**config.mk**
```make
export PLATFORM = sky130hd
export DESIGN_NAME = gis_seq
export DESIGN_NICKNAME = d
export VERILOG_FILES = /design/src/core/gis_tick.v /design/src/core/gis_seq.v
export VERILOG_INCLUDE_DIRS = /design/src /design/src/core
export SDC_FILE = /design/constraint.sdc
export NUM_CORES = 1
export LEC_CHECK = 0
export BUFFER_PORTS_ARGS = -buffer_cell sky130_fd_sc_hd__buf_4
export CELL_PAD_IN_SITES_DETAIL_PLACEMENT = 0
export CELL_PAD_IN_SITES_GLOBAL_PLACEMENT = 1
export CORE_MARGIN = 2
export CORE_UTILIZATION = 40
export CTS_CLUSTER_DIAMETER = 60
export DETAILED_ROUTE_END_ITERATION = 8
export GPL_TIMING_DRIVEN = 0
export PLACE_DENSITY = 0.8
export SLEW_MARGIN = 20
export SYNTH_ARGS = -nofsm -noshare
export SYNTH_HDL_FRONTEND = slang
export SYNTH_SLANG_ARGS = --single-unit
```
**constraint.sdc**
```tcl
create_clock -name ref_clk -period 2.5 [get_ports ref_clk]
set_input_delay 0.25 -clock ref_clk [delete_from_list [all_inputs] [get_ports ref_clk]]
set_output_delay 0.25 -clock ref_clk [all_outputs]
set_load 0.01 [all_outputs]
```
**src/core/gis_map.vh**
```
// Constants of the gripper I/O sequencer: register offsets, field positions,
// reset values and timing counts.
// Assumes a 25 MHz ref_clk and a Wishbone byte address of 8 bits.
`ifndef GIS_MAP_VH
`define GIS_MAP_VH

////////////////////////////////////////////////////////////////////////////////
// Register byte offsets
`define GIS_ADR_CTRL      8'h00
`define GIS_ADR_HAND_CFG  8'h04
`define GIS_ADR_ENG_DEF   8'h08
`define GIS_ADR_ENG_MS    8'h0c
`define GIS_ADR_REL_DEF   8'h10
`define GIS_ADR_REL_MS    8'h14
`define GIS_ADR_STATUS    8'h18
`define GIS_ADR_IRQ_STAT  8'h1c
`define GIS_ADR_IRQ_CLR   8'h20
`define GIS_ADR_IRQ_EN    8'h24

////////////////////////////////////////////////////////////////////////////////
// Field positions
`define GIS_CTRL_ENGAGE   0
`define GIS_CTRL_RELEASE  1
`define GIS_CFG_SUCTION   0
`define GIS_CFG_SCREW     1
`define GIS_CFG_TWO_OUT   2
`define GIS_CFG_NIN_LO    3
`define GIS_CFG_NIN_HI    4
`define GIS_DEF_OUT_A     0
`define GIS_DEF_OUT_B     1
`define GIS_DEF_POL_A     4
`define GIS_DEF_POL_B     5
`define GIS_DEF_WAIT_EN   8
`define GIS_IRQ_DONE      0
`define GIS_IRQ_TMO       1

////////////////////////////////////////////////////////////////////////////////
// Reset values
`define GIS_RST_CFG       5'h00
`define GIS_RST_DEF       9'h000
`define GIS_RST_MS        14'h000a
`define GIS_RST_IRQ       2'h0

////////////////////////////////////////////////////////////////////////////////
// Timing
`define GIS_MS_MIN        14'd10
`define GIS_MS_MAX        14'd10000
`define GIS_CLK_PERIOD_NS 40
`define GIS_TICK_NS       1000000
`define GIS_TICK_CYCLES   (`GIS_TICK_NS / `GIS_CLK_PERIOD_NS)

`endif

```
**src/core/gis_tick.v**
```verilog
// Millisecond tick generator for the gripper I/O sequencer.
// Assumes restart is a same-clock pulse; tick follows MS_CYCLES cycles later.
`timescale 1ns/1ps

module gis_tick #(
  parameter CNT_W     = 16,
  parameter MS_CYCLES = 25000
) (
  ref_clk,
  rst_n,
  restart,
  tick
);
  input  wire ref_clk;
  input  wire rst_n;
  input  wire restart;
  output reg  tick;

  localparam integer     LAST_I = MS_CYCLES - 1;
  localparam [CNT_W-1:0] LAST   = LAST_I[CNT_W-1:0];

  reg [CNT_W-1:0] cnt_q;

  ////////////////////////////////////////////////////////////////////////////////
  // Restart aligns the tick to command start, so each count is whole
  always @(posedge ref_clk or negedge rst_n) begin
    if (!rst_n) begin
      cnt_q <= {CNT_W{1'b0}};
      tick  <= 1'b0;
    end else if (restart) begin
      cnt_q <= {CNT_W{1'b0}};
      tick  <= 1'b0;
    end else if (cnt_q == LAST) begin
      cnt_q <= {CNT_W{1'b0}};
      tick  <= 1'b1;
    end else begin
      cnt_q <= cnt_q + {{(CNT_W-1){1'b0}}, 1'b1};
      tick  <= 1'b0;
    end
  end
endmodule // gis_tick

```
**src/core/gis_seq.v**
```verilog
// Gripper I/O sequencer: engage and release command engine with a
// Wishbone classic register slave and one level interrupt.
// Assumes sense inputs come from pins (synchronised here) and one 25 MHz clock.
`timescale 1ns/1ps
`include "gis_map.vh"

module gis_seq #(
  parameter MS_CYCLES = `GIS_TICK_CYCLES
) (
  ref_clk,
  rst_n,
  wb_cyc_i,
  wb_stb_i,
  wb_we_i,
  wb_adr_i,
  wb_dat_i,
  wb_sel_i,
  wb_dat_o,
  wb_ack_o,
  sense_in_a,
  sense_in_b,
  act_out_a,
  act_out_b,
  busy,
  irq
);
  input  wire        ref_clk;
  input  wire        rst_n;
  input  wire        wb_cyc_i;
  input  wire        wb_stb_i;
  input  wire        wb_we_i;
  input  wire [7:0]  wb_adr_i;
  input  wire [31:0] wb_dat_i;
  input  wire [3:0]  wb_sel_i;
  output reg  [31:0] wb_dat_o;
  output reg         wb_ack_o;
  input  wire        sense_in_a;
  input  wire        sense_in_b;
  output reg         act_out_a;
  output reg         act_out_b;
  output reg         busy;
  output reg         irq;

  localparam ST_IDLE = 1'b0;
  localparam ST_WAIT = 1'b1;

  ////////////////////////////////////////////////////////////////////////////////
  // Declarations
  reg  [4:0]  cfg_q;
  reg  [8:0]  eng_def_q;
  reg  [8:0]  rel_def_q;
  reg  [13:0] eng_ms_q;
  reg  [13:0] rel_ms_q;
  reg  [1:0]  irq_en_q;
  reg  [1:0]  irq_stat_q;
  reg  [1:0]  irq_stat_d;
  reg         state_q;
  reg         rel_run_q;
  reg         imm_q;
  reg         brk_q;
  reg  [13:0] lim_q;
  reg  [13:0] ms_cnt_q;
  reg         tmo_q;
  reg         res_eng_q;
  reg         res_rel_q;
  reg  [1:0]  sync1_q;
  reg  [1:0]  sync2_q;
  reg  [1:0]  ok;
  reg  [31:0] rd_d;
  wire        acc;
  wire        wr;
  wire        start_eng;
  wire        start_rel;
  wire        start;
  wire [8:0]  cur_def;
  wire [13:0] cur_ms;
  wire [1:0]  nin;
  wire        has_in;
  wire        suction;
  wire        two_out;
  wire        screw;
  wire        match;
  wire        run_pol_a;
  wire        run_pol_b;
  wire        reached;
  wire        finish;
  wire        timed_out;
  wire        tick;
  wire [1:0]  pins;

  ////////////////////////////////////////////////////////////////////////////////
  // Bus decode; one access answered per ack, ack drops the cycle after
  assign acc = wb_cyc_i & wb_stb_i & ~wb_ack_o;
  assign wr  = acc & wb_we_i;

  assign suction = cfg_q[`GIS_CFG_SUCTION];
  assign screw   = cfg_q[`GIS_CFG_SCREW];
  assign two_out = cfg_q[`GIS_CFG_TWO_OUT];
  assign nin     = cfg_q[`GIS_CFG_NIN_HI:`GIS_CFG_NIN_LO];
  assign has_in  = (nin != 2'd0) & ~screw;

  // Commands while busy are ignored; engage wins if both bits are written
  assign start_eng = wr & (wb_adr_i == `GIS_ADR_CTRL) & wb_sel_i[0] & ~busy
                     & wb_dat_i[`GIS_CTRL_ENGAGE];
  assign start_rel = wr & (wb_adr_i == `GIS_ADR_CTRL) & wb_sel_i[0] & ~busy
                     & wb_dat_i[`GIS_CTRL_RELEASE] & ~wb_dat_i[`GIS_CTRL_ENGAGE];
  assign start     = start_eng | start_rel;
  assign cur_def   = start_rel ? rel_def_q : eng_def_q;
  assign cur_ms    = start_rel ? rel_ms_q : eng_ms_q;

  ////////////////////////////////////////////////////////////////////////////////
  // Two-flop synchronisers on the sense pins
  assign pins = {sense_in_b, sense_in_a};

  genvar gi;
  generate
    for (gi = 0; gi < 2; gi = gi + 1) begin : g_sync
      always @(posedge ref_clk or negedge rst_n) begin
        if (!rst_n) begin
          sync1_q[gi] <= 1'b0;
          sync2_q[gi] <= 1'b0;
        end else begin
          sync1_q[gi] <= pins[gi];
          sync2_q[gi] <= sync1_q[gi];
        end
      end
    end
  endgenerate

  ////////////////////////////////////////////////////////////////////////////////
  // Success compare of mapped inputs against the running command polarity
  assign run_pol_a = rel_run_q ? rel_def_q[`GIS_DEF_POL_A] : eng_def_q[`GIS_DEF_POL_A];
  assign run_pol_b = rel_run_q ? rel_def_q[`GIS_DEF_POL_B] : eng_def_q[`GIS_DEF_POL_B];

  // Unmapped inputs count as satisfied, so no sensor means true
  always @* begin
    ok[0] = (nin == 2'd0) | (sync2_q[0] == run_pol_a);
    ok[1] = (nin != 2'd2) | (sync2_q[1] == run_pol_b);
  end

  assign match = &ok;

  ////////////////////////////////////////////////////////////////////////////////
  // Completion terms
  assign reached   = (ms_cnt_q == lim_q);
  assign timed_out = ~imm_q & has_in & ~match & reached;
  assign finish    = (state_q == ST_WAIT) &
                     (imm_q | (has_in & match) | reached);

  gis_tick #(
    .CNT_W     (16),
    .MS_CYCLES (MS_CYCLES)
  ) u_tick (
    .ref_clk (ref_clk),
    .rst_n   (rst_n),
    .restart (start),
    .tick    (tick)
  );

  ////////////////////////////////////////////////////////////////////////////////
  // Clamp of a written duration into the legal millisecond range
  function [13:0] clamp_ms;
    input [15:0] v;
    begin
      if (v < {2'b00, `GIS_MS_MIN})
        clamp_ms = `GIS_MS_MIN;
      else if (v > {2'b00, `GIS_MS_MAX})
        clamp_ms = `GIS_MS_MAX;
      else
        clamp_ms = v[13:0];
    end
  endfunction

  // Byte-lane merge; low two lanes hold every writable field
  function [15:0] merge16;
    input [15:0] old;
    input [15:0] dat;
    input [1:0]  sel;
    begin
      merge16 = {sel[1] ? dat[15:8] : old[15:8], sel[0] ? dat[7:0] : old[7:0]};
    end
  endfunction

  ////////////////////////////////////////////////////////////////////////////////
  // Configuration registers; held off while a command runs to keep it coherent
  always @(posedge ref_clk or negedge rst_n) begin
    if (!rst_n) begin
      cfg_q     <= `GIS_RST_CFG;
      eng_def_q <= `GIS_RST_DEF;
      rel_def_q <= `GIS_RST_DEF;
      eng_ms_q  <= `GIS_RST_MS;
      rel_ms_q  <= `GIS_RST_MS;
      irq_en_q  <= `GIS_RST_IRQ;
    end else if (wr & ~busy) begin
      case (wb_adr_i)
        `GIS_ADR_HAND_CFG: begin
          if (wb_sel_i[0])
            cfg_q <= wb_dat_i[4:0];
        end
        `GIS_ADR_ENG_DEF: begin
          eng_def_q <= {wb_sel_i[1] ? wb_dat_i[8] : eng_def_q[8], 2'b00,
                        wb_sel_i[0] ? {wb_dat_i[5:4], 2'b00, wb_dat_i[1:0]} : eng_def_q[5:0]};
        end
        `GIS_ADR_REL_DEF: begin
          rel_def_q <= {wb_sel_i[1] ? wb_dat_i[8] : rel_def_q[8], 2'b00,
                        wb_sel_i[0] ? {wb_dat_i[5:4], 2'b00, wb_dat_i[1:0]} : rel_def_q[5:0]};
        end
        `GIS_ADR_ENG_MS: begin
          eng_ms_q <= clamp_ms(merge16({2'b00, eng_ms_q}, wb_dat_i[15:0],
                                       wb_sel_i[1:0]));
        end
        `GIS_ADR_REL_MS: begin
          rel_ms_q <= clamp_ms(merge16({2'b00, rel_ms_q}, wb_dat_i[15:0],
                                       wb_sel_i[1:0]));
        end
        `GIS_ADR_IRQ_EN: begin
          if (wb_sel_i[0])
            irq_en_q <= wb_dat_i[1:0];
        end
        default: begin
          irq_en_q <= irq_en_q;
        end
      endcase
    end
  end

  ////////////////////////////////////////////////////////////////////////////////
  // Command sequencer
  always @(posedge ref_clk or negedge rst_n) begin
    if (!rst_n) begin
      state_q   <= ST_IDLE;
      busy      <= 1'b0;
      tmo_q     <= 1'b0;
      act_out_a <= 1'b0;
      act_out_b <= 1'b0;
      brk_q     <= 1'b0;
      rel_run_q <= 1'b0;
      imm_q     <= 1'b0;
      lim_q     <= `GIS_RST_MS;
      ms_cnt_q  <= 14'd0;
      res_eng_q <= 1'b0;
      res_rel_q <= 1'b0;
    end else begin
      case (state_q)
        ST_IDLE: begin
          if (start) begin
            state_q   <= ST_WAIT;
            busy      <= 1'b1;
            tmo_q     <= 1'b0;
            rel_run_q <= start_rel;
            lim_q     <= cur_ms;
            ms_cnt_q  <= 14'd0;
            // Screwdriver or option off finishes the cycle after apply
            imm_q     <= screw | ~cur_def[`GIS_DEF_WAIT_EN];
            act_out_a <= cur_def[`GIS_DEF_OUT_A];
            if (two_out & suction & ~screw) begin
              act_out_b <= start_rel;
              brk_q     <= start_rel;
            end else if (two_out) begin
              act_out_b <= cur_def[`GIS_DEF_OUT_B];
              brk_q     <= 1'b0;
            end else begin
              act_out_b <= 1'b0;
              brk_q     <= 1'b0;
            end
          end else if (brk_q & has_in & ~sync2_q[0]) begin
            act_out_b <= 1'b0;
            brk_q     <= 1'b0;
          end
        end
        ST_WAIT: begin
          if (tick & ~reached)
            ms_cnt_q <= ms_cnt_q + 14'd1;
          if (brk_q & ((has_in & ~sync2_q[0]) | (~has_in & finish))) begin
            act_out_b <= 1'b0;
            brk_q     <= 1'b0;
          end
          if (finish) begin
            state_q <= ST_IDLE;
            busy    <= 1'b0;
            tmo_q   <= timed_out;
            if (rel_run_q)
              res_rel_q <= match;
            else
              res_eng_q <= match;
          end
        end
        default: begin
          state_q <= ST_IDLE;
          busy    <= 1'b0;
        end
      endcase
    end
  end

  ////////////////////////////////////////////////////////////////////////////////
  // Sticky interrupt status; a new event beats a clear in the same cycle
  always @* begin
    irq_stat_d = irq_stat_q;
    if (wr & (wb_adr_i == `GIS_ADR_IRQ_CLR) & wb_sel_i[0])
      irq_stat_d = irq_stat_d & ~wb_dat_i[1:0];
    if (finish)
      irq_stat_d[`GIS_IRQ_DONE] = 1'b1;
    if (finish & timed_out)
      irq_stat_d[`GIS_IRQ_TMO] = 1'b1;
  end

  always @(posedge ref_clk or negedge rst_n) begin
    if (!rst_n) begin
      irq_stat_q <= `GIS_RST_IRQ;
      irq        <= 1'b0;
    end else begin
      irq_stat_q <= irq_stat_d;
      irq        <= |(irq_stat_d & irq_en_q);
    end
  end

  ////////////////////////////////////////////////////////////////////////////////
  // Read mux; write-only and unmapped words read as zero
  always @* begin
    rd_d = 32'h0000_0000;
    case (wb_adr_i)
      `GIS_ADR_HAND_CFG: rd_d = {27'h0, cfg_q};
      `GIS_ADR_ENG_DEF:  rd_d = {23'h0, eng_def_q};
      `GIS_ADR_ENG_MS:   rd_d = {18'h0, eng_ms_q};
      `GIS_ADR_REL_DEF:  rd_d = {23'h0, rel_def_q};
      `GIS_ADR_REL_MS:   rd_d = {18'h0, rel_ms_q};
      `GIS_ADR_STATUS:   rd_d = {24'h0, act_out_b, act_out_a, sync2_q,
                                 res_rel_q, res_eng_q, tmo_q, busy};
      `GIS_ADR_IRQ_STAT: rd_d = {30'h0, irq_stat_q};
      `GIS_ADR_IRQ_EN:   rd_d = {30'h0, irq_en_q};
      default:           rd_d = 32'h0000_0000;
    endcase
  end

  // Registered answer: ack one cycle after the request, for every address
  always @(posedge ref_clk or negedge rst_n) begin
    if (!rst_n) begin
      wb_ack_o <= 1'b0;
      wb_dat_o <= 32'h0000_0000;
    end else begin
      wb_ack_o <= acc;
      wb_dat_o <= (acc & ~wb_we_i) ? rd_d : 32'h0000_0000;
    end
  end
endmodule // gis_seq

```
After elaboration in Yosys (flattened, before gate mapping). Cells that the tools add are included.

Add/sub/neg operators: 2. Magnitude comparators: 4. Equal/unequal tests: 19. Muxes and demuxes: 42. Bitwise gates (word level): 51. Reduce and logical (&&, ||, !) cells: 19.

Operator list (number): $pmux W14 S8 (1); $mux W14 (7); $eq A8 B5 Y1 const B (4); $gt A16 B14 Y1 const B (2); $lt A16 B4 Y1 const B (2); $mux W16 (2); $mux W32 (1); $mux W8 (4); $and A1 B1 Y1 (28); $pmux W14 S2 (1); $reduce_and A3 Y1 (8); $mux W1 (19); $add A16 B1 Y16 const B (1); $eq A16 B15 Y1 const B (1); $eq A8 B4 Y1 const B (2); $eq A8 B6 Y1 const B (2); $add A14 B1 Y14 const B (1); $eq A14 B14 Y1 (1); $reduce_and A2 Y1 (7); $not A1 Y1 (13); $pmux W1 S2 (5); $mux W9 (1); $eq A8 B3 Y1 const B (1); $logic_not A8 Y1 (1); other kinds (11) (22).

Flip-flop bits (word level): 140. Input bits: 51. Output and inout bits: 37. Word-level logic and storage cells: 167.

Logic depth before layout (Yosys ltp).
Depth in word-level cells: 13. Gate-level depth with buffers: 8. Gate-level depth less buffers: 7.

Cells and area by module. From an unflattened synthesis, not the netlist that was laid out.

Cells, all modules: 658. Area total of the unflattened synthesis: 6471.2 µm².

Modules (own cells, without submodules): gis_seq (times used 1, cells an instance 577, area each 5627.9 µm², sequential area each 2635.0 µm²); gis_tick (times used 1, cells an instance 81, area each 843.3 µm², sequential area each 425.4 µm²).

Least setup slack after synthesis. No wires, ideal clock.

Kind: flip-flop to flip-flop. Start: reg lim_q[3]. End: reg ms_cnt_q[2]. Library setup time: 0.126 ns. Arrival time: 2.073 ns. Data required time: 2.374 ns. Slack: 0.301 ns. Stages on the path, launching flop included: 7. Path buffers: 1. Period minus slack after synthesis: 2.199 ns. Cells stage by stage: dfstp_2 -> xnor2_1 -> nand4_1 -> nor4_2 -> nor2_1 -> buf_2 -> a221o_1.

Longest elaborated chain between the ends: 5.

RTL lines: start, declared (line gis_seq.v:61) `reg [13:0] lim_q;`; start signal, assigned (line gis_seq.v:239) `` lim_q <= `GIS_RST_MS; ``; start signal, assigned (line gis_seq.v:251) `lim_q <= cur_ms;`; $eq A14 B14 Y1 (line gis_seq.v:145) `assign reached = (ms_cnt_q == lim_q);`; $not A1 Y1 (line gis_seq.v:272) `if (tick & ~reached)`; $and A1 B1 Y1 (line gis_seq.v:272); $ne A2 B1 Y1 (no line); $reduce_and A2 Y1 (no line); end signal, assigned (line gis_seq.v:273) `ms_cnt_q <= ms_cnt_q + 14'd1;`; end, declared (line gis_seq.v:62) `reg [13:0] ms_cnt_q;`.

No other way between the ends. A chain may end at the register's enable or synchronous reset.

Worst setup path in the final report.
Start: reg eng_ms_q[7]. End: reg eng_ms_q[6].

Longest elaborated chain between the ends: 4. Elaborated cells on any way between the ends: 5. Those cells by class: order compare: 2; mux: 3.

RTL lines: start, declared (line gis_seq.v:52) `reg [13:0] eng_ms_q;`; start signal, assigned (line gis_seq.v:191) `` eng_ms_q <= `GIS_RST_MS; ``; start signal, assigned (line gis_seq.v:209) `eng_ms_q <= clamp_ms(merge16({2'b00, eng_ms_q}, wb_dat_i[15:0],`; $mux W8 (*) (line gis_seq.v:180) `merge16 = {sel[1] ? dat[15:8] : old[15:8], sel[0] ? dat[7:0] : old[7:0]};`; $gt A16 B14 Y1 (line gis_seq.v:167) `` else if (v > {2'b00, `GIS_MS_MAX}) ``; $mux W14 (line gis_seq.v:167); $mux W14 (*) (line gis_seq.v:165) `` if (v < {2'b00, `GIS_MS_MIN}) ``.

Every way passes the cells marked *; elsewhere a longest branch is shown, timed or not.

==> flow_summary.json <==
{
  "status": "completed",
  "required_ns": 2.86,
  "overflow": 0,
  "setup_viol": 0,
  "rsz0062_at_grt": "false",
  "vias": 5726,
  "hp-class": "input pin to register",
  "timing.rr.start": "eng_ms_q[7]",
  "r2r-end": "eng_ms_q[6]",
  "drive_gt1_frac": 0.204,
  "p_leak_uw": 0.00342,
  "path_clk_slew_ns": 0.06,
  "drt_iter0_markers": 653,
  "slew_headroom": 0.442,
  "nFillCells": 1493,
  "critical_path.max_fanout": 5,
  "drv_slew": 0,
  "maxCapViolations": 0,
  "ys_ff_latch": 122,
  "area_delta_synth_final_pct": 21.1,
  "coreArea_mm2": 0.0159,
  "tightest_slew_ns": 0.826,
  "period_share": 0.954,
  "finClkSkew_ns": 0.00809,
  "grt_start_max_net_pins": 69,
  "cts_buffers": 17,
  "grt_pass1_vias": 5573,
  "netlist_instances": 673,
  "fin_nets": 816,
  "avgSynthCellArea_um2": 9.76,
  "cts_max_level": 4,
  "hold_depth": 3,
  "ys_warn_count": 0,
  "endpoint_kind": "register",
  "finalCriticalPeriod_ns": 2.39,
  "reg2reg_setup_slack_ns": 0.11,
  "ys.flop_type": "dfrtp_1",
  "num_io_pins": 88,
  "port_buffers": 48,
  "synth_enable_flop_cells": 0,
  "yosysTopAreaCellShare": 0.442,
  "async_flop_share": 1.00,
  "clk_latency_ns": 0.43,
  "postRouteAntennaNets": 0,
  "synth_area_mm2": 0.00657,
  "regArea_mm2": 0.00306,
  "max_freq_mhz": 419,
  "finalHoldViolations": 0,
  "hpwlAfterDp_um": 13900,
  "endpoint": "eng_ms_q[6]",
  "reg2regPathDepth": 6,
  "power.density_mw_per_mm2": 599,
  "die_w_um": 132,
  "wl_per_cell_um": 19.1,
  "drt_first_pass_iters": 5,
  "cp.arrival_ns": 2.75,
  "initial_utilization": 0.412,
  "clock_path_buffers": 2,
  "worst-setup-path-type": "register to register",
  "cts_tree": "built",
  "cts_sinks": 122,
  "ys_seq_area_frac": 0.466,
  "antenna_found_initial": 0,
  "tns_ns": 0,
  "grt_usage": 0.223,
  "wirelength_um": 19000,
  "ctsRootBufferMaster": "clkbuf_16",
  "die_area_mm2": 0.0175,
  "synth_area_leaders": "dfrtp_1, nor2_1, nand2_1",
  "vias_per_cell": 5.77,
  "grt_pass1_wl_um": 30400,
  "drc": 0,
  "crit_path_start": "eng_ms_q[7]",
  "finalPower_uw": 4770,
  "row_count": 46,
  "ir_drop_uv": 477,
  "cp-start-kind": "register",
  "antenna_cells": 0,
  "fp.dieH_um": 132,
  "gp_congestion": 1.00,
  "multi_input_area_mm2": 0.00332,
  "yosysTopAreaCell": "dfrtp_1",
  "synth_cell_types": 75
}
-- cells in the final DEF, fill, tap and decap left out, types with 17 or more instances in the layout --
master	synthesis	layout
a22oi_1	17	17
mux2_2	21	21
conb_1	1	18
dfrtp_1	116	116
o21ai_0	33	33
xnor2_1	24	24
a21oi_1	22	22
o22ai_1	20	20
nor2_1	68	67
clkbuf_16	0	17
nand2_1	64	64
buf_4	19	68
clkbuf_1	24	28
-- per-layer routing --
metal / up-vias / global-route usage / share of wire
met5: - / 0 / 0
met4: 0 / 0.0664 / 0.018
met3: 36 / 0.0577 / 0.073
met2: 229 / 0.347 / 0.47
met1: 2827 / 0.309 / 0.44
li1: 2634 / - / -
-- power by group --
group / internal, uW / switching, uW
clock: 1380 / 882
sequential: 2030 / 71.3
combinational: 161 / 236
total: 3580 / 1190
-- how the worst min path moves through the flow --
stage	from	endpoint	slack [ns]
2_1_floorplan	rst_n	act_out_a	-0.05
3_5_place_dp	rst_n	u_tick.cnt_q[6]	0.30
4_1_cts	wb_stb_i	wb_ack_o	0.06
6_report	wb_stb_i	wb_ack_o	0.07
3_3_place_gp	sync1_q[0]	sync2_q[0]	0.33
5_1_grt	wb_stb_i	wb_ack_o	0.07
-- per-stage QoR --
stage	cells	worst slack, ns	utilization	instance area [um2]	hold WS, ns
6_report	992	0.115	0.499	7950	0.0671
5_1_grt	992	0.0166	0.499	7950	0.0725
4_1_cts	992	0.00739	0.496	7900	0.0576
3_5_place_dp	955	-0.446	0.457	7290	0.302
3_3_place_gp	954	-0.420	0.456	7260	0.335
2_1_floorplan	690	0.301	-	6630	-0.0456
-- synth_stat cells, types with 3 or more instances --
cell type and number:
a22o_1 7, nor2_1 68, nor4_1 12, nor3_1 12, mux2i_1 12, a2bb2oi_1 5, a22oi_1 17, nor2b_1 8
o21ai_0 33, a211o_1 4, clkbuf_1 24, a21oi_1 22, o22ai_1 20, nor4b_1 5, nand4_1 6, buf_4 19
a21boi_0 4, a32o_1 7, a211oi_1 4, and3_1 14, a31oi_1 12, buf_2 3, nand3b_1 10, mux2_2 21
inv_1 14, or4_1 3, a221o_1 4, or2_2 3, xnor2_1 24, nand2_1 64, dfstp_2 6, and4_1 4
xor2_1 7, dfrtp_1 116, nand3_1 14, and2_1 6, o31ai_1 5, or3_1 4
-- worst max-delay path, stage by stage (launching register included) --
cell	delay [ns]
dfrtp_1	0.43
or4_1	0.58
a221oi_2	0.32
a211oi_2	0.12
or4_4	0.56
nor2_4	0.15
a22o_1	0.16
-- logic make-up (layout without fill, tap and decap cells) --
kind of cell               after synthesis  after routing  synth area share
AOI/OAI and AO/OA                      163            163             0.175
xor gates and xnor gates                31             31            0.0413
adders and majority gates                2              2           0.00381
buffers and inverters                   65            151            0.0509
DFF                                    122            122             0.466
muxes                                   33             33            0.0543
other                                    1             18          0.000571
and+or+nand+nor                        256            256             0.209
-- sequential cells by signal, summed over array words and instances, names as in the netlist, 5 cells and up --
signal,cells
wb_dat_o,14
lim_q,14
u_tick.cnt_q,16
ms_cnt_q,14
cfg_q,5
rel_ms_q,14
eng_def_q,5
rel_def_q,5
eng_ms_q,14
-- area by class of cell --
cell class              instances  share of cell area
clock buffers                  23              0.0576
flip-flops and latches        122               0.385
inverters                      15             0.00708
clock inverters                 9             0.00960
repair buffers                 54              0.0549
well taps                     216              0.0340
multi-input cells             503               0.417
plain buffers                  50              0.0351
-- timing repair --
item | in CTS | in global routing
setup buffers | 2 | 0
endpoints found under the hold margin | 67 | 0
hold buffers | 3 | 0
endpoints found under the setup margin | 32 | 30
gates resized for setup | 6 | 8
pin swaps | 1 | 0
Note: power is estimated with default switching activity, not from simulation.
